File: src/core/lfm_map.svh
// Offsets, field positions, reset values and timing counts of the loop fault monitor
`ifndef LFM_MAP_SVH
`define LFM_MAP_SVH
// ----------------------------------------------------------------
// Register byte offsets
// ----------------------------------------------------------------
`define LFM_ADDR_W          8
`define LFM_OFS_CTRL        8'h00
`define LFM_OFS_CMD         8'h04
`define LFM_OFS_FAULT       8'h08
`define LFM_OFS_ADC         8'h0C
`define LFM_OFS_INT_STAT    8'h10
`define LFM_OFS_INT_MASK    8'h14
`define LFM_OFS_STRAP       8'h18
// ----------------------------------------------------------------
// Control fields
// ----------------------------------------------------------------
`define LFM_CTRL_ADC_PWR    7
`define LFM_CTRL_ADC_SEL    8
`define LFM_CTRL_AUTO_RB    9
`define LFM_CMD_CONVERT     8'h08
// ----------------------------------------------------------------
// Fault register fields
// ----------------------------------------------------------------
`define LFM_NFAULT          6
`define LFM_F_UNDER         0
`define LFM_F_OVER          1
`define LFM_F_T100          2
`define LFM_F_T140          3
`define LFM_F_VL12          4
`define LFM_F_VL6           5
`define LFM_FAULT_PIN_MASK  6'h2B
`define LFM_FAULT_ADC_LSB   8
// ----------------------------------------------------------------
// Reset values
// ----------------------------------------------------------------
`define LFM_RST_MASK        6'h00
// ----------------------------------------------------------------
// Thresholds and timing
// ----------------------------------------------------------------
`define LFM_TOL_PPM         100
`define LFM_FSR_CODES       65536
`define LFM_ILOOP_TOL       ((`LFM_FSR_CODES * `LFM_TOL_PPM) / 1000000)
`define LFM_VLOOP_FS_MV     2500
`define LFM_VL12_SET_MV     600
`define LFM_VL12_CLR_MV     700
`define LFM_VL6_SET_MV      300
`define LFM_VL6_CLR_MV      400
`define LFM_CLK_MHZ         10
`define LFM_BLANK_US        30
`define LFM_BLANK_CYC       (`LFM_BLANK_US * `LFM_CLK_MHZ)
`define LFM_BLANK_W         9
`define LFM_ADC_WAKE_CYC    4
`endif

File: src/core/lfm_pkg.sv
// Types shared by the loop fault monitor modules
package lfm_pkg;
  // ----------------------------------------------------------------
  // Strap decodes
  // ----------------------------------------------------------------
  typedef enum logic [1:0] {
    LFM_RANGE_4_20,
    LFM_RANGE_3P8_21,
    LFM_RANGE_3P2_24
  } lfm_range_t;

  typedef enum logic [2:0] {
    LFM_VREG_1V8,
    LFM_VREG_2V5,
    LFM_VREG_3V0,
    LFM_VREG_3V3,
    LFM_VREG_5V0,
    LFM_VREG_9V0,
    LFM_VREG_12V0,
    LFM_VREG_RSVD
  } lfm_vreg_t;

  // ----------------------------------------------------------------
  // Converter sequencer
  // ----------------------------------------------------------------
  typedef enum logic [1:0] {
    LFM_ADC_IDLE,
    LFM_ADC_WAKE,
    LFM_ADC_CONV
  } lfm_adc_st_t;

  typedef struct packed {
    lfm_adc_st_t st;
    logic [3:0]  wake_cnt;
    logic        sel;
    logic        on;
    logic        start;
    logic        res_valid;
    logic        res_sel;
    logic [7:0]  res;
  } lfm_adc_state_t;

  // ----------------------------------------------------------------
  // Monitor state
  // ----------------------------------------------------------------
  typedef struct packed {
    logic [4:0]  strap_a;
    logic [4:0]  strap_b;
    logic [4:0]  strap_c;
    logic [4:0]  strap_q;
    lfm_range_t  range;
    lfm_vreg_t   vreg;
    logic        adc_pwr;
    logic        adc_sel;
    logic        auto_rb;
    logic        conv_cmd;
    logic        fault_rd;
    logic [5:0]  fault;
    logic [7:0]  adc_res;
    logic [5:0]  int_stat;
    logic [5:0]  int_mask;
    logic [8:0]  blank_cnt;
    logic        fault_pin;
    logic        irq;
    logic [31:0] rdata;
  } lfm_mon_state_t;
endpackage : lfm_pkg

File: src/core/lfm_adc_seq.sv
// Sequencer for the on-chip converter: power-up, one conversion, result capture
`timescale 1ns/1ps
`include "lfm_map.svh"
module lfm_adc_seq import lfm_pkg::*; #(
  parameter int WAKE_CYC = `LFM_ADC_WAKE_CYC
) (
  input  wire logic       sys_clk,
  input  wire logic       srst,
  input  wire logic       conv_cmd,
  input  wire logic       auto_en,
  input  wire logic       fault_rd,
  input  wire logic       sel,
  input  wire logic       adc_done,
  input  wire logic [7:0] adc_data,
  output logic            adc_on,
  output logic            adc_start,
  output logic            res_valid,
  output logic            res_sel,
  output logic [7:0]      res
);
  lfm_adc_state_t q;
  lfm_adc_state_t next_q;

  // ----------------------------------------------------------------
  // Next state
  // ----------------------------------------------------------------
  always_comb begin
    next_q           = q;
    next_q.start     = 1'b0;
    next_q.res_valid = 1'b0;
    case (q.st)
      LFM_ADC_IDLE: begin
        next_q.on = auto_en;
        // Auto mode converts on each fault read that arrives while idle, so the next read sees fresh data
        if (conv_cmd || (auto_en && fault_rd)) begin
          next_q.on       = 1'b1;
          next_q.sel      = sel;
          next_q.wake_cnt = 4'(WAKE_CYC);
          next_q.st       = LFM_ADC_WAKE;
        end
      end
      LFM_ADC_WAKE: begin
        if (q.wake_cnt == 4'h0) begin
          next_q.start = 1'b1;
          next_q.st    = LFM_ADC_CONV;
        end else begin
          next_q.wake_cnt = q.wake_cnt - 4'h1;
        end
      end
      LFM_ADC_CONV: begin
        if (adc_done) begin
          next_q.res       = adc_data;
          next_q.res_sel   = q.sel;
          next_q.res_valid = 1'b1;
          next_q.on        = auto_en;
          next_q.st        = LFM_ADC_IDLE;
        end
      end
      default: next_q.st = LFM_ADC_IDLE;
    endcase
  end

  always_ff @(posedge sys_clk) begin
    if (srst) begin
      q <= '0;
    end else begin
      q <= next_q;
    end
  end

  assign adc_on    = q.on;
  assign adc_start = q.start;
  assign res_valid = q.res_valid;
  assign res_sel   = q.res_sel;
  assign res       = q.res;
endmodule : lfm_adc_seq

File: src/core/lfm_fault_monitor.sv
// Fault monitor and strap decoder of a loop-powered current-output converter
`timescale 1ns/1ps
`include "lfm_map.svh"
module lfm_fault_monitor import lfm_pkg::*; #(
  parameter int         ADC_W     = 8,
  parameter logic [7:0] T100_CODE = 8'hA0,
  parameter logic [7:0] T140_CODE = 8'hC0
) (
  input  wire logic                   sys_clk,
  input  wire logic                   srst,
  input  wire logic [`LFM_ADDR_W-1:0] addr,
  input  wire logic [31:0]            wdata,
  input  wire logic                   wr,
  input  wire logic                   rd,
  output logic [31:0]                 rdata,
  input  wire logic [15:0]            loop_prog,
  input  wire logic [15:0]            loop_meas,
  input  wire logic                   span_strap_lsb,
  input  wire logic                   span_strap_msb,
  input  wire logic                   regulator_strap_bit0,
  input  wire logic                   regulator_strap_bit1,
  input  wire logic                   regulator_strap_bit2,
  input  wire logic                   adc_done,
  input  wire logic [7:0]             adc_data,
  output logic                        adc_on,
  output logic                        adc_start,
  output logic                        adc_sel,
  output lfm_range_t                  span_range,
  output lfm_vreg_t                   regulator_level,
  output logic                        fault,
  output logic                        irq
);
  // ----------------------------------------------------------------
  // Thresholds
  // ----------------------------------------------------------------
  localparam logic [16:0] ILOOP_TOL = 17'(`LFM_ILOOP_TOL);
  localparam logic [7:0]  VL12_SET  = 8'((`LFM_VL12_SET_MV * (2 ** ADC_W)) / `LFM_VLOOP_FS_MV);
  localparam logic [7:0]  VL12_CLR  = 8'((`LFM_VL12_CLR_MV * (2 ** ADC_W)) / `LFM_VLOOP_FS_MV);
  localparam logic [7:0]  VL6_SET   = 8'((`LFM_VL6_SET_MV * (2 ** ADC_W)) / `LFM_VLOOP_FS_MV);
  localparam logic [7:0]  VL6_CLR   = 8'((`LFM_VL6_CLR_MV * (2 ** ADC_W)) / `LFM_VLOOP_FS_MV);
  localparam logic [8:0]  BLANK_CYC = 9'(`LFM_BLANK_CYC);

  lfm_mon_state_t q;
  lfm_mon_state_t next_q;
  logic           seq_on;
  logic           seq_start;
  logic           res_valid;
  logic           res_sel;
  logic [7:0]     res;
  logic [16:0]    under_diff;
  logic [16:0]    over_diff;
  logic [5:0]     w1c;

  // ----------------------------------------------------------------
  // Strap decoders
  // ----------------------------------------------------------------
  function automatic lfm_range_t dec_range(input logic [1:0] s);
    case (s)
      2'h0:    dec_range = LFM_RANGE_4_20;
      2'h1:    dec_range = LFM_RANGE_3P8_21;
      2'h2:    dec_range = LFM_RANGE_3P2_24;
      default: dec_range = LFM_RANGE_3P8_21;
    endcase
  endfunction : dec_range

  function automatic lfm_vreg_t dec_vreg(input logic [2:0] s);
    case (s)
      3'h0:    dec_vreg = LFM_VREG_1V8;
      3'h1:    dec_vreg = LFM_VREG_2V5;
      3'h2:    dec_vreg = LFM_VREG_3V0;
      3'h3:    dec_vreg = LFM_VREG_3V3;
      3'h4:    dec_vreg = LFM_VREG_5V0;
      3'h5:    dec_vreg = LFM_VREG_9V0;
      3'h6:    dec_vreg = LFM_VREG_12V0;
      default: dec_vreg = LFM_VREG_RSVD;
    endcase
  endfunction : dec_vreg

  // ----------------------------------------------------------------
  // Converter sequencer
  // ----------------------------------------------------------------
  lfm_adc_seq u_adc_seq (
    .sys_clk   (sys_clk),
    .srst      (srst),
    .conv_cmd  (q.conv_cmd),
    .auto_en   (q.adc_pwr & q.auto_rb),
    .fault_rd  (q.fault_rd),
    .sel       (q.adc_sel),
    .adc_done  (adc_done),
    .adc_data  (adc_data),
    .adc_on    (seq_on),
    .adc_start (seq_start),
    .res_valid (res_valid),
    .res_sel   (res_sel),
    .res       (res)
  );

  assign under_diff = {1'b0, loop_prog} - {1'b0, loop_meas};
  assign over_diff  = {1'b0, loop_meas} - {1'b0, loop_prog};
  assign w1c        = (wr && addr == `LFM_OFS_INT_STAT) ? wdata[5:0] : 6'h00;

  // ----------------------------------------------------------------
  // Next state
  // ----------------------------------------------------------------
  always_comb begin
    next_q          = q;
    next_q.conv_cmd = 1'b0;
    next_q.fault_rd = 1'b0;
    next_q.rdata    = 32'h0000_0000;

    // Straps: a change counts once the second and third stages agree
    next_q.strap_a = {regulator_strap_bit2, regulator_strap_bit1, regulator_strap_bit0,
                      span_strap_msb, span_strap_lsb};
    next_q.strap_b = q.strap_a;
    next_q.strap_c = q.strap_b;
    if (q.strap_b == q.strap_c) begin
      next_q.strap_q = q.strap_c;
    end
    next_q.range = dec_range(q.strap_q[1:0]);
    next_q.vreg  = dec_vreg(q.strap_q[4:2]);

    // Register writes
    if (wr) begin
      case (addr)
        `LFM_OFS_CTRL: begin
          next_q.adc_pwr = wdata[`LFM_CTRL_ADC_PWR];
          next_q.adc_sel = wdata[`LFM_CTRL_ADC_SEL];
          next_q.auto_rb = wdata[`LFM_CTRL_AUTO_RB];
          // Mux settling can glitch the comparators, so freeze the pin meanwhile
          if (!q.adc_sel && wdata[`LFM_CTRL_ADC_SEL]) begin
            next_q.blank_cnt = BLANK_CYC;
          end
        end
        `LFM_OFS_CMD: begin
          next_q.conv_cmd = (wdata[7:0] == `LFM_CMD_CONVERT);
        end
        `LFM_OFS_INT_MASK: begin
          next_q.int_mask = wdata[5:0];
        end
        default: begin
        end
      endcase
    end
    if (q.blank_cnt != 9'h000 && next_q.blank_cnt == q.blank_cnt) begin
      next_q.blank_cnt = q.blank_cnt - 9'h001;
    end

    // Register reads
    if (rd) begin
      case (addr)
        `LFM_OFS_CTRL: begin
          next_q.rdata[`LFM_CTRL_ADC_PWR] = q.adc_pwr;
          next_q.rdata[`LFM_CTRL_ADC_SEL] = q.adc_sel;
          next_q.rdata[`LFM_CTRL_AUTO_RB] = q.auto_rb;
        end
        `LFM_OFS_FAULT: begin
          next_q.rdata[5:0]   = q.fault;
          next_q.rdata[15:8]  = q.adc_res;
          next_q.fault_rd     = 1'b1;
        end
        `LFM_OFS_ADC:      next_q.rdata[7:0] = q.adc_res;
        `LFM_OFS_INT_STAT: next_q.rdata[5:0] = q.int_stat;
        `LFM_OFS_INT_MASK: next_q.rdata[5:0] = q.int_mask;
        `LFM_OFS_STRAP: begin
          next_q.rdata[1:0] = q.range;
          next_q.rdata[6:4] = q.vreg;
        end
        default: next_q.rdata = 32'h0000_0000;
      endcase
    end

    // Loop current comparison, live every cycle
    next_q.fault[`LFM_F_UNDER] = (loop_meas < loop_prog) && (under_diff > ILOOP_TOL);
    next_q.fault[`LFM_F_OVER]  = (loop_meas > loop_prog) && (over_diff > ILOOP_TOL);

    // Converter results update only the bits of the input that was measured
    if (res_valid) begin
      next_q.adc_res = res;
      if (res_sel) begin
        next_q.fault[`LFM_F_T100] = res > T100_CODE;
        next_q.fault[`LFM_F_T140] = res > T140_CODE;
      end else begin
        if (res < VL12_SET) begin
          next_q.fault[`LFM_F_VL12] = 1'b1;
        end else if (res > VL12_CLR) begin
          next_q.fault[`LFM_F_VL12] = 1'b0;
        end
        if (res < VL6_SET) begin
          next_q.fault[`LFM_F_VL6] = 1'b1;
        end else if (res > VL6_CLR) begin
          next_q.fault[`LFM_F_VL6] = 1'b0;
        end
      end
    end

    // Sticky event bits; a new event wins over a same-cycle clear
    next_q.int_stat = (q.int_stat & ~w1c) | (next_q.fault & ~q.fault);
    next_q.irq      = |(next_q.int_stat & next_q.int_mask);

    // Fault pin held steady while blanked; real faults show once it ends
    if (q.blank_cnt == 9'h000) begin
      next_q.fault_pin = |(next_q.fault & `LFM_FAULT_PIN_MASK);
    end
  end

  // ----------------------------------------------------------------
  // State register
  // ----------------------------------------------------------------
  always_ff @(posedge sys_clk) begin
    if (srst) begin
      q          <= '0;
      q.int_mask <= `LFM_RST_MASK;
    end else begin
      q <= next_q;
    end
  end

  // ----------------------------------------------------------------
  // Outputs
  // ----------------------------------------------------------------
  assign rdata           = q.rdata;
  assign adc_on          = seq_on;
  assign adc_start       = seq_start;
  assign adc_sel         = q.adc_sel;
  assign span_range      = q.range;
  assign regulator_level = q.vreg;
  assign fault           = q.fault_pin;
  assign irq             = q.irq;
endmodule : lfm_fault_monitor

File: config.mk
export PLATFORM = sky130hd
export DESIGN_NAME = lfm_fault_monitor
export DESIGN_NICKNAME = d
export VERILOG_FILES = /design/src/core/lfm_pkg.sv /design/src/core/lfm_adc_seq.sv /design/src/core/lfm_fault_monitor.sv
export VERILOG_INCLUDE_DIRS = /design/src /design/src/core
export SDC_FILE = /design/constraint.sdc
export NUM_CORES = 1
export LEC_CHECK = 0
export BUFFER_PORTS_ARGS = -buffer_cell sky130_fd_sc_hd__buf_2
export CORE_ASPECT_RATIO = 1.4
export CORE_MARGIN = 3
export CORE_UTILIZATION = 40
export CTS_CLUSTER_SIZE = 28
export DETAILED_ROUTE_END_ITERATION = 6
export PLACE_DENSITY = 0.63
export SLEW_MARGIN = 20
export SYNTH_ARGS = -nofsm -noshare
export SYNTH_HDL_FRONTEND = slang
export SYNTH_SLANG_ARGS = --single-unit
File: constraint.sdc
create_clock -name sys_clk -period 2.6 [get_ports sys_clk]
set_input_delay 0.13 -clock sys_clk [delete_from_list [all_inputs] [get_ports sys_clk]]
set_output_delay 0.13 -clock sys_clk [all_outputs]
set_load 0.005 [all_outputs]
==> results of run 1 <==
==> per-stage QoR <==
stage          instance area (um^2)  hold WS [ns]  setup WS, ns  std cells
5_1_grt                        7860        0.0169        -0.137       1129
4_1_cts                        7680        0.0196       0.00399       1128
2_1_floorplan                  6300         0.223       -0.0961        787
3_5_place_dp                   7350         0.345        -0.383       1108
6_report                       7860        0.0261       0.00270       1129
3_3_place_gp                   7350         0.338        -0.324       1108
==> area by class of cell <==
type                       instances  share of cell area
multi-input combinational        565               0.481
sequential                       102               0.260
tap                              192              0.0305
inverter                          51              0.0250
timing repair buffer             203               0.167
clock buffer                      12              0.0326
clock inverter                     4             0.00382
==> where the power goes <==
part	internal (mW)	total, mW	switching [mW]	leakage [nW]
clock network	0.705	1.26	0.556	0.139
logic	0.572	1.19	0.614	2.50
registers	1.64	1.72	0.0793	0.827
total	2.91	4.16	1.25	3.46
==> worst reg2reg max path, cell delays in order, from the launching register on <==
cell,delay (ns)
dfxtp_1,0.45
nand4_1,0.12
or3_1,0.35
nor4_1,0.24
o22ai_2,0.12
nand4b_1,0.22
nor4_1,0.24
mux2_2,0.37
nor2_1,0.08
==> timing repair <==
action,4_1_cts,5_1_grt
endpoints found under the hold margin,4,0
cloned,0,0
buffers inserted,0,1
resized for setup,1,35
pin swaps,5,8
setup endpoints to repair,1,5
hold buffers,4,0
==> kinds of logic (layout without fill, tap and decap cells) <==
family	Yosys count	count (layout)	synth area share
flip-flops	102	102	0.327
multiplexers	22	22	0.0357
AND/OR/NAND/NOR	287	287	0.233
adder cells (fa/ha/maj)	36	36	0.0745
buffers and inverters	120	270	0.103
XOR/XNOR	14	14	0.0196
other	1	16	0.000601
AO/OA/AOI/OAI	190	190	0.207
==> per-layer routing <==
layer / global-route usage / vias to the layer above
met5: 0 / -
met4: 0.110 / 0
met3: 0.0217 / 52
met2: 0.373 / 175
met1: 0.192 / 2776
li1: - / 3001
==> cell usage after synthesis (6+ instances only) <==
cell type and n:
or3_1 8, nor2_1 76, a21boi_0 7, a22oi_1 14, buf_4 39, a21o_1 7, nor4_1 11, xor2_1 6
inv_1 51, nor2b_1 23, nand4_1 10, a31oi_1 8, nand2b_1 9, o211ai_1 10, xnor2_1 8, mux2i_1 20
clkbuf_1 21, dfxtp_1 102, ha_1 34, nand3_1 18, a211oi_1 10, o21ai_0 16, and3_1 6, a21oi_1 67
nand2_1 66, and2_1 10, nor3_1 20
==> state kept, by name (all words and copies together) (netlist names) <==
name                 cells
adc_sel                  1
fault                    1
irq                      1
next_q                  10
q                       49
rdata                   16
regulator_level          3
span_range               2
u_adc_seq.adc_on         1
u_adc_seq.adc_start      1
u_adc_seq.q              7
u_adc_seq.res            8
u_adc_seq.res_sel        1
u_adc_seq.res_valid      1
==> how the worst max path moves through the flow <==
stage                 startpoint        endpoint  slack [ns]  depth (start not counted)
floorplan           loop_prog[3]  irq$_SDFF_PP0_        -0.1                         12
global placement    loop_prog[0]  irq$_SDFF_PP0_       -0.32                         14
detailed placement  loop_prog[0]  irq$_SDFF_PP0_       -0.38                         14
CTS                 loop_prog[4]  irq$_SDFF_PP0_       0.004                         12
global route        loop_prog[0]  irq$_SDFF_PP0_       -0.14                         15
finish              loop_prog[1]  irq$_SDFF_PP0_       0.003                         12
==> impl_results.md, run 1 <==
- Status: finished, final reports clean
- Met1 Wirelength: 6.32 mm
- Die height: 154 um
- Post-Synthesis Cell Area: 6240 um^2
- First DRT Iteration DRCs: 329
- Total Neg Setup Slack: 0 ns
- Worst-Skew Late Latency: 0.33 ns
- Reg2Reg Launch Point: q[39]$_SDFF_PP0_
- Final Net Count: 1058
- Number of synthesized flops with an enable pin: 0
- Min Tclk post-route: 2.60 ns
- Leading cell type in the layout, fill and taps excluded: buf_4
- Final worst-path cycle share: 0.999
- Synth async-reset ratio: 0
- DP HPWL: 13.4 mm
- CP max FO: 3
- Critical-path top delay cell: o41a_1
- Fmax: 385 MHz
- Routed len/inst: 14.9 um
- Setup Skew: 0.00565 ns
- Placement row count: 53
- Clock-pin slew on the worst setup and hold paths: 0.07 ns
- Via density: 5.32
- Root Buffer: clkbuf_16
- Pin count of the biggest net entering global routing: 78
- Crit. End Element: flip-flop
- Synth cell types: 78
- #FFs+latches synth: 102
- Kind of critical path: input port to flip-flop
- Final slew viol count: 0
- Area grow syn2layout: 26.0%
- Crit path launch type: input port
- RSZ-0062 raised after global routing: yes
- Final antenna-violating net count: 0
- Worst path cell trace: buf_4 > inv_4 > ha_4 > or2b_4 > a21oi_2 > or3_4 > o41a_1 > a2111oi_4 > nand4_1 > o31ai_4 > and4b_1 > a311o_1
- Hold path depth: 3
- Met3 wire len: 597 um
- H-tree depth: 3
- Hold endpoint: u_adc_seq.res[1]$_SDFFE_PP0P_
- Total power: 4.16 mW
- CTS tree: built
- First-pass GRT wire length: 27.1 mm
- Top Ports: 132
- Clk sinks: 102
- Top cell type's share of synthesized area: 0.327
- Met2 WL post-DR: 9.05 mm
- Global route overflow: 0
- WP buf/inv: 2
- Min-Delay Startpoint: adc_data[1]
- Vias in the first global route: 5893
- Max_cap viols: 0
- Cell taking the most area after synthesis: dfxtp_1
- Synth Area per Inst: 8.09 um^2
- Die area: 17200 um^2
- Global Route Usage Sum: 0.191
- # setup viols final: 0
- Ranking of synthesized cells by area: dfxtp_1 (33%), ha_1 (6.8%), a21oi_1 (5.4%)
- Synthesized instance count: 772
- Top delay family on crit path: compound AO/OA/AOI/OAI gates
- Slew headroom: 0.485
- Commonest cells after routing, fill and taps aside: buf_4 (106), dfxtp_1 (102), buf_2 (91)
- Worst VDD drop: 0.593 mV
- Clk buf depth: 2
- Gpl congestion: 0.951
- First-pass DRT Iterations: 5
- Fill count: 1514
- Layout cells sized above 1: 0.276
- R2r worst-path depth: 8
- Reg2reg setup slack: 0.36 ns
- CP required: 2.82 ns
- Register area share after synthesis: 0.327
- Routed wire length: 16.8 mm
- Antenna Cells: 0
- Initial antenna violation count: 0
- Via count: 6004
- Reg-to-reg endpoint: q[41]$_SDFF_PP0_
- Layout Utilization: 0.518
- Lkg Pwr: 3.46 nW
- Worst Max-Slew Pin Slew: 0.772 ns
- DRC violations left: 0
- Fin. Hold Viols: 0
- Starting Density: 0.411
- Top_reg_cell synth: dfxtp_1
- CP arrival: 2.82 ns
- CP max stage delay: 0.46 ns
- Pwr dens: 530 nW/um^2
- Hold WC Path Type: input port to flip-flop
- Num CTS Buffers: 9
- Syn. warnings: 0
- Core Area: 15200 um^2
- Die X: 112 um
- Top layer in use: met4
- Footprint of the multi-input gates: 3780 um^2
- FF+latch area: 2040 um^2
- Number of port buffers: 93
No activity file was read; power rests on OpenSTA's default activity.
==> inputs of run 2 (changes only) <==
--- a/config.mk
+++ b/config.mk
@@ -9,10 +9,10 @@
 export BUFFER_PORTS_ARGS = -buffer_cell sky130_fd_sc_hd__buf_2
 export CORE_ASPECT_RATIO = 1.4
 export CORE_MARGIN = 3
-export CORE_UTILIZATION = 40
+export CORE_UTILIZATION = 50
 export CTS_CLUSTER_SIZE = 28
 export DETAILED_ROUTE_END_ITERATION = 6
-export PLACE_DENSITY = 0.63
+export PLACE_DENSITY = 0.76
 export SLEW_MARGIN = 20
 export SYNTH_ARGS = -nofsm -noshare
 export SYNTH_HDL_FRONTEND = slang
==> run 2 against run 1 <==
Compared with the run above:
- worst setup slack improved by 0.082 ns
- global-route usage increased by 4.1 points
- flip-flop and latch count unchanged
- die area decreased by 19%
- non-clock buffer count decreased by 9
- core utilization increased by 12 points
- via count increased by 0.40%
- hold slack got worse by 0.0083 ns
- clock power increased by 4%
- combinational power decreased by 6%
- power decreased by 0.35%
- clock-buffer cell count decreased by 1
- largest power group unchanged
==> impl_results.md, run 2 (same netlist as run 1, synthesis figures left out) <==
- Status: finished, final reports clean
- Starting Density: 0.520 (+0.109)
- Hold WC Path Type: input port to flip-flop
- Final Net Count: 1049 (-0.85%)
- First-pass GRT wire length: 26.4 mm (-2.6%)
- Placement row count: 47 (-11%)
- Routed len/inst: 15.1 um (+1.4%)
- First DRT Iteration DRCs: 280 (-15%)
- Kind of critical path: input port to flip-flop
- Placed Cells: 1054 (-4.9%)
- Crit. End Element: flip-flop
- Design Area, Final: 7630 um^2 (-2.9%)
- Lkg Pwr: 3.40 nW (-1.8%)
- Max_cap viols: 0 (unchanged)
- Final worst-path cycle share: 0.967 (-0.0315)
- Hold path depth: 3 (unchanged)
- Initial antenna violation count: 0 (unchanged)
- Reg-to-reg endpoint: q[41]$_SDFF_PP0_
- Min Tclk post-route: 2.52 ns (-0.0819 ns)
- Top Ports: 132 (unchanged)
- Worst-Skew Late Latency: 0.35 ns (+0.02 ns)
- Met3 Track Usage GR: 0.0292 (+0.00758)
- Clock-pin slew on the worst setup and hold paths: 0.07 ns (about the same)
- Slew headroom: 0.631 (+0.146)
- Leading cell type in the layout, fill and taps excluded: dfxtp_1
- Met1 usage: 0.245 (+0.0524)
- Total power: 4.15 mW (-0.35%)
- Largest Register: q
- CTS tree: built
- CP max FO: 3 (unchanged)
- Via count: 6028 (+0.40%)
- Final cell count without fillers: 1075 (-4.8%)
- Reg2reg setup slack: 0.31 ns (-0.05 ns)
- Gpl congestion: 0.983 (+3.4%)
- Max reg flops: 49 (unchanged)
- Routed wire length: 16.3 mm (-3.4%)
- Area grow syn2layout: 22.3%
- Min-Delay Startpoint: adc_data[5]
- Via density: 5.61 (+5.4%)
- # setup viols final: 0 (unchanged)
- Crit path launch type: input port
- Worst VDD drop: 0.350 mV (-41%)
- Core Area: 12000 um^2 (-21%)
- Hold slack: 0.0178 ns (-0.00833 ns)
- Vias in the first global route: 5794 (-1.7%)
- GR Util met2: 0.432 (+0.0582)
- H-tree depth: 3 (unchanged)
- Die X: 100 um (-10%)
- Die area: 13900 um^2 (-19%)
- Final slew viol count: 0 (unchanged)
- Clk sinks: 102 (unchanged)
- Fin. Hold Viols: 0 (unchanged)
- R2r worst-path depth: 8 (unchanged)
- CP arrival: 2.75 ns (-0.07 ns)
- Clk buf depth: 2 (unchanged)
- Final antenna-violating net count: 0 (unchanged)
- Reg2Reg Launch Point: q[39]$_SDFF_PP0_
- Die height: 138 um (-10%)
- Root Buffer: clkbuf_16
- First-pass DRT Iterations: 5 (unchanged)
- Global route overflow: 0 (unchanged)
- CP required: 2.83 ns (about the same)
- DP HPWL: 12.6 mm (-5.7%)
- DRC violations left: 0 (unchanged)
- Commonest cells after routing, fill and taps aside: dfxtp_1 (102), buf_4 (97), buf_2 (93)
- Layout cells sized above 1: 0.259 (-0.0178)
- Global Route Usage Sum: 0.232 (+0.0411)
- Fmax: 398 MHz (+3.3%)
- Antenna Cells: 0 (unchanged)
- Setup Skew: 0.00666 ns (+0.00101 ns)
- Pwr dens: 544 nW/um^2 (+2.6%)
- Layout Utilization: 0.636 (+0.119)
- Grt peak-use layer: met2
- Fill count: 1059 (-30%)
- Number of port buffers: 93 (unchanged)
- Num CTS Buffers: 9 (unchanged)
- Dpl cell area: 7220 um^2 (-1.7%)
- Hold endpoint: u_adc_seq.res[5]$_SDFFE_PP0P_
- RSZ-0062 raised after global routing: yes
- Pin count of the biggest net entering global routing: 49 (-37%)
- Worst Max-Slew Pin Slew: 0.551 ns (-0.221 ns)
-- run 2: cell types whose count changed in the layout (fill, tap and decap cells not counted), moves of 3 or more --
cell / previous run / this run
buf_4: 106 / 97
ha_1: 26 / 31
ha_4: 7 / 1
inv_1: 47 / 50
-- run 2: cell type report --
cell class,count,area [um^2],share of cell area
Clock buffer,11,233,0.0305
Timing Repair Buffer,194,1230,0.162
Sequential cell,102,2040,0.267
Multi-Input combinational cell,565,3690,0.483
Inverter,51,191,0.0251
Tap cell,147,184,0.0241
Clock inverter,5,60.1,0.00787
-- run 2: timing repair --
item / 4_1_cts / 5_1_grt
hold endpoints to repair: 4 / 0
setup buffers: 0 / 1
setup endpoints to repair: 1 / 5
hold buffers: 4 / 0
gates cloned: 0 / 0
pin swaps: 5 / 4
resized for setup: 0 / 16
-- run 2: per-layer routing --
layer  routed length (um)  share of wire  vias to the layer above
met1                 6170           0.38                     2792
met2                 8580           0.53                      185
met5                    0              0                        -
met4                  783          0.048                        0
li1                     -              -                     2995
met3                  730          0.045                       56
-- run 2: worst max path at each step --
stage             startpoint             end  slack [ns]  depth (start not counted)
6_report        loop_prog[1]  irq$_SDFF_PP0_        0.08                         12
5_1_grt        loop_prog[13]  irq$_SDFF_PP0_       -0.07                         13
2_1_floorplan   loop_prog[3]  irq$_SDFF_PP0_        -0.1                         12
4_1_cts         loop_prog[0]  irq$_SDFF_PP0_       0.008                         14
3_3_place_gp    loop_prog[0]  irq$_SDFF_PP0_       -0.32                         14
3_5_place_dp    loop_prog[0]  irq$_SDFF_PP0_       -0.40                         14
-- run 2: metrics by stage --
stage	setup TNS, ns	setup WS (ns)
after global routing	-0.0854	-0.0684
after global placement	-1.01	-0.315
final	0	0.0846
after floorplan	-0.0961	-0.0961
after detailed placement	-1.34	-0.397
after CTS	0	0.00848
-- run 2: where the power goes --
part | switching (mW) | leakage [nW] | internal (mW)
Sequential | 0.0785 | 0.827 | 1.64
Combinational | 0.588 | 2.44 | 0.534
Clock | 0.563 | 0.140 | 0.748
-- run 2: worst max-delay path: stages --
cell	delay (ns)
buf_2	0.12
inv_1	0.06
ha_1	0.28
or2b_2	0.17
a21oi_2	0.06
or3_4	0.37
o41a_1	0.36
a2111oi_4	0.31
nand4_1	0.17
o31ai_2	0.23
and4b_1	0.22
a311o_1	0.26
==> inputs of run 3 (changes only) <==
--- a/config.mk
+++ b/config.mk
@@ -9,10 +9,10 @@
 export BUFFER_PORTS_ARGS = -buffer_cell sky130_fd_sc_hd__buf_2
 export CORE_ASPECT_RATIO = 1.4
 export CORE_MARGIN = 3
-export CORE_UTILIZATION = 50
+export CORE_UTILIZATION = 49
 export CTS_CLUSTER_SIZE = 28
 export DETAILED_ROUTE_END_ITERATION = 6
-export PLACE_DENSITY = 0.76
+export PLACE_DENSITY = 0.75
 export SLEW_MARGIN = 20
 export SYNTH_ARGS = -nofsm -noshare
 export SYNTH_HDL_FRONTEND = slang
==> constraint.sdc (replaced) <==
create_clock -name sys_clk -period 2.6 [get_ports sys_clk]
set_input_delay 0.13 -clock sys_clk [delete_from_list [all_inputs] [get_ports sys_clk]]
set_output_delay 0.13 -clock sys_clk [all_outputs]
set_load 0.1 [all_outputs]
==> run 3 against run 2 <==
Compared with the run above:
- register-to-register slack better by 0.08 ns
- core utilization decreased by 2.0 points
- design area down 0.11%
==> impl_results.md, run 3 (same netlist as run 1, synthesis figures left out) <==
- RSZ-0062 raised after global routing: yes
- Leading cell type in the layout, fill and taps excluded: dfxtp_1
- Hold slack: 0.00189 ns (-0.0159 ns)
- Number of port buffers: 93 (unchanged)
- Routed len/inst: 15.1 um (-0.30%)
- First-pass GRT wire length: 26.3 mm (-0.50%)
- Final Net Count: 1050 (+0.095%)
- Setup Skew: 0.00701 ns (+0.000348 ns)
- Kind of critical path: input port to flip-flop
- CP required: 2.82 ns (about the same)
- Lkg Pwr: 3.40 nW (about the same)
- Final antenna-violating net count: 0 (unchanged)
- Num CTS Buffers: 9 (unchanged)
- Fill count: 1114 (+5.2%)
- Die X: 101 um (+0.96%)
- H-tree depth: 3 (unchanged)
- Vias in the first global route: 5784 (-0.17%)
- Total Neg Setup Slack: 0 ns (unchanged)
- DRC violations left: 0 (unchanged)
- Clock-pin slew on the worst setup and hold paths: 0.06 ns (about the same)
- Via density: 5.56 (-0.92%)
- Core Area: 12400 um^2 (+3.1%)
- Clk buf depth: 2 (unchanged)
- Layout cells sized above 1: 0.260 (+0.00136)
- Largest Register: q
- Footprint of the multi-input gates: 3680 um^2 (-0.31%)
- CP arrival: 2.80 ns (+0.05 ns)
- Gpl congestion: 0.976 (-0.71%)
- CP max FO: 5 (+2)
- Hold WC Path Type: input port to flip-flop
- CTS tree: built
- Initial antenna violation count: 0 (unchanged)
- # setup viols final: 0 (unchanged)
- Worst Max-Slew Pin Slew: 0.644 ns (+0.0924 ns)
- Final slew viol count: 0 (unchanged)
- FF+latch area: 2040 um^2 (unchanged)
- Area grow syn2layout: 22.1%
- Commonest cells after routing, fill and taps aside: dfxtp_1 (102), buf_4 (100), buf_2 (93)
- Final worst-path cycle share: 0.991 (+0.0232)
- Max_cap viols: 0 (unchanged)
- Root Buffer: clkbuf_16
- DP HPWL: 12.8 mm (+0.94%)
- Die area: 14200 um^2 (+1.9%)
- Starting Density: 0.505 (-0.0158)
- Pre-CTS setup slack: -0.421 ns (-0.0241 ns)
- Global route overflow: 0 (unchanged)
- Via count: 5989 (-0.65%)
- Worst-Skew Late Latency: 0.34 ns (about the same)
- Routed wire length: 16.3 mm (about the same)
- Crit. End Element: flip-flop
- Placement row count: 48 (+2.1%)
- Worst VDD drop: 0.373 mV (+6.5%)
- First-pass DRT Iterations: 5 (unchanged)
- Global Route Usage Sum: 0.229 (-0.00288)
- Min Tclk post-route: 2.58 ns (+0.0604 ns)
- Slack of the critical path: 0.0242 ns (-0.0604 ns)
- Clk sinks: 102 (unchanged)
- First DRT Iteration DRCs: 286 (+2.1%)
- Max reg flops: 49 (unchanged)
- Fmax: 388 MHz (-2.3%)
- Fin. Hold Viols: 0 (unchanged)
- Crit path launch type: input port
- Pin count of the biggest net entering global routing: 49 (unchanged)
- Slew headroom: 0.571 (-0.0603)
- Pwr dens: 563 nW/um^2 (+3.6%)
- Die height: 140 um (+0.97%)
- Top Ports: 132 (unchanged)
- Status: finished, final reports clean
[run 3: final cells by class]
class | count | area share
multi-input combinational | 565 | 0.483
sequential | 102 | 0.268
timing repair buffer | 195 | 0.162
clock buffer | 9 | 0.0295
inverter | 51 | 0.0251
tap | 150 | 0.0246
clock inverter | 5 | 0.00804
antenna | 1 | 0.000328
[run 3: metal layers]
layer | vias to the layer above | track usage | share of wire
met5 | - | 0 | 0
met4 | 0 | 0.120 | 0.047
met3 | 52 | 0.0251 | 0.046
met2 | 186 | 0.436 | 0.54
met1 | 2759 | 0.238 | 0.37
li1 | 2992 | - | -
[run 3: critical path, cell delays in order]
cell and delay [ns]:
buf_2 0.11, ha_1 0.37, o211a_1 0.26, a21bo_2 0.21
a211oi_1 0.11, o41a_1 0.45, a31o_2 0.28, or3_1 0.32
a21oi_2 0.16, nor2_1 0.09, a311o_1 0.33
[run 3: what timing repair did]
action                                  4_1_cts  5_1_grt
endpoints found under the hold margin         2        0
pin swaps                                     5        5
gates resized for setup                       1       13
endpoints found under the setup margin        1        6
hold buffers                                  2        0
buffers inserted                              0        0
[run 3: power by group]
group	total (mW)	switching (mW)	internal [mW]
Sequential	1.71	0.0748	1.64
Combinational	1.28	0.747	0.534
Clock	1.30	0.561	0.738
[run 3: worst paths after layout]
check                                           start                    end  slack (ns)  cells after the start
worst min register to register  next_q[92]$_SDFF_PP0_  next_q[87]$_SDFF_PP0_        0.44                      1
worst max register to register       q[39]$_SDFF_PP0_       q[41]$_SDFF_PP0_        0.39                      8
worst max-delay path                     loop_meas[2]         irq$_SDFF_PP0_        0.02                     11
worst min-delay path                   span_strap_lsb  next_q[89]$_SDFF_PP0_       0.002                      2
[run 3: metrics by stage]
stage               instance area (um^2)   util  power, mW  instances
floorplan                           6300      -       2.63        787
global placement                    7260  0.587       2.98       1061
detailed placement                  7260  0.587       2.99       1061
CTS                                 7570  0.612       4.28       1077
global route                        7620  0.616       4.52       1077
finish                              7630  0.616       4.29       1078
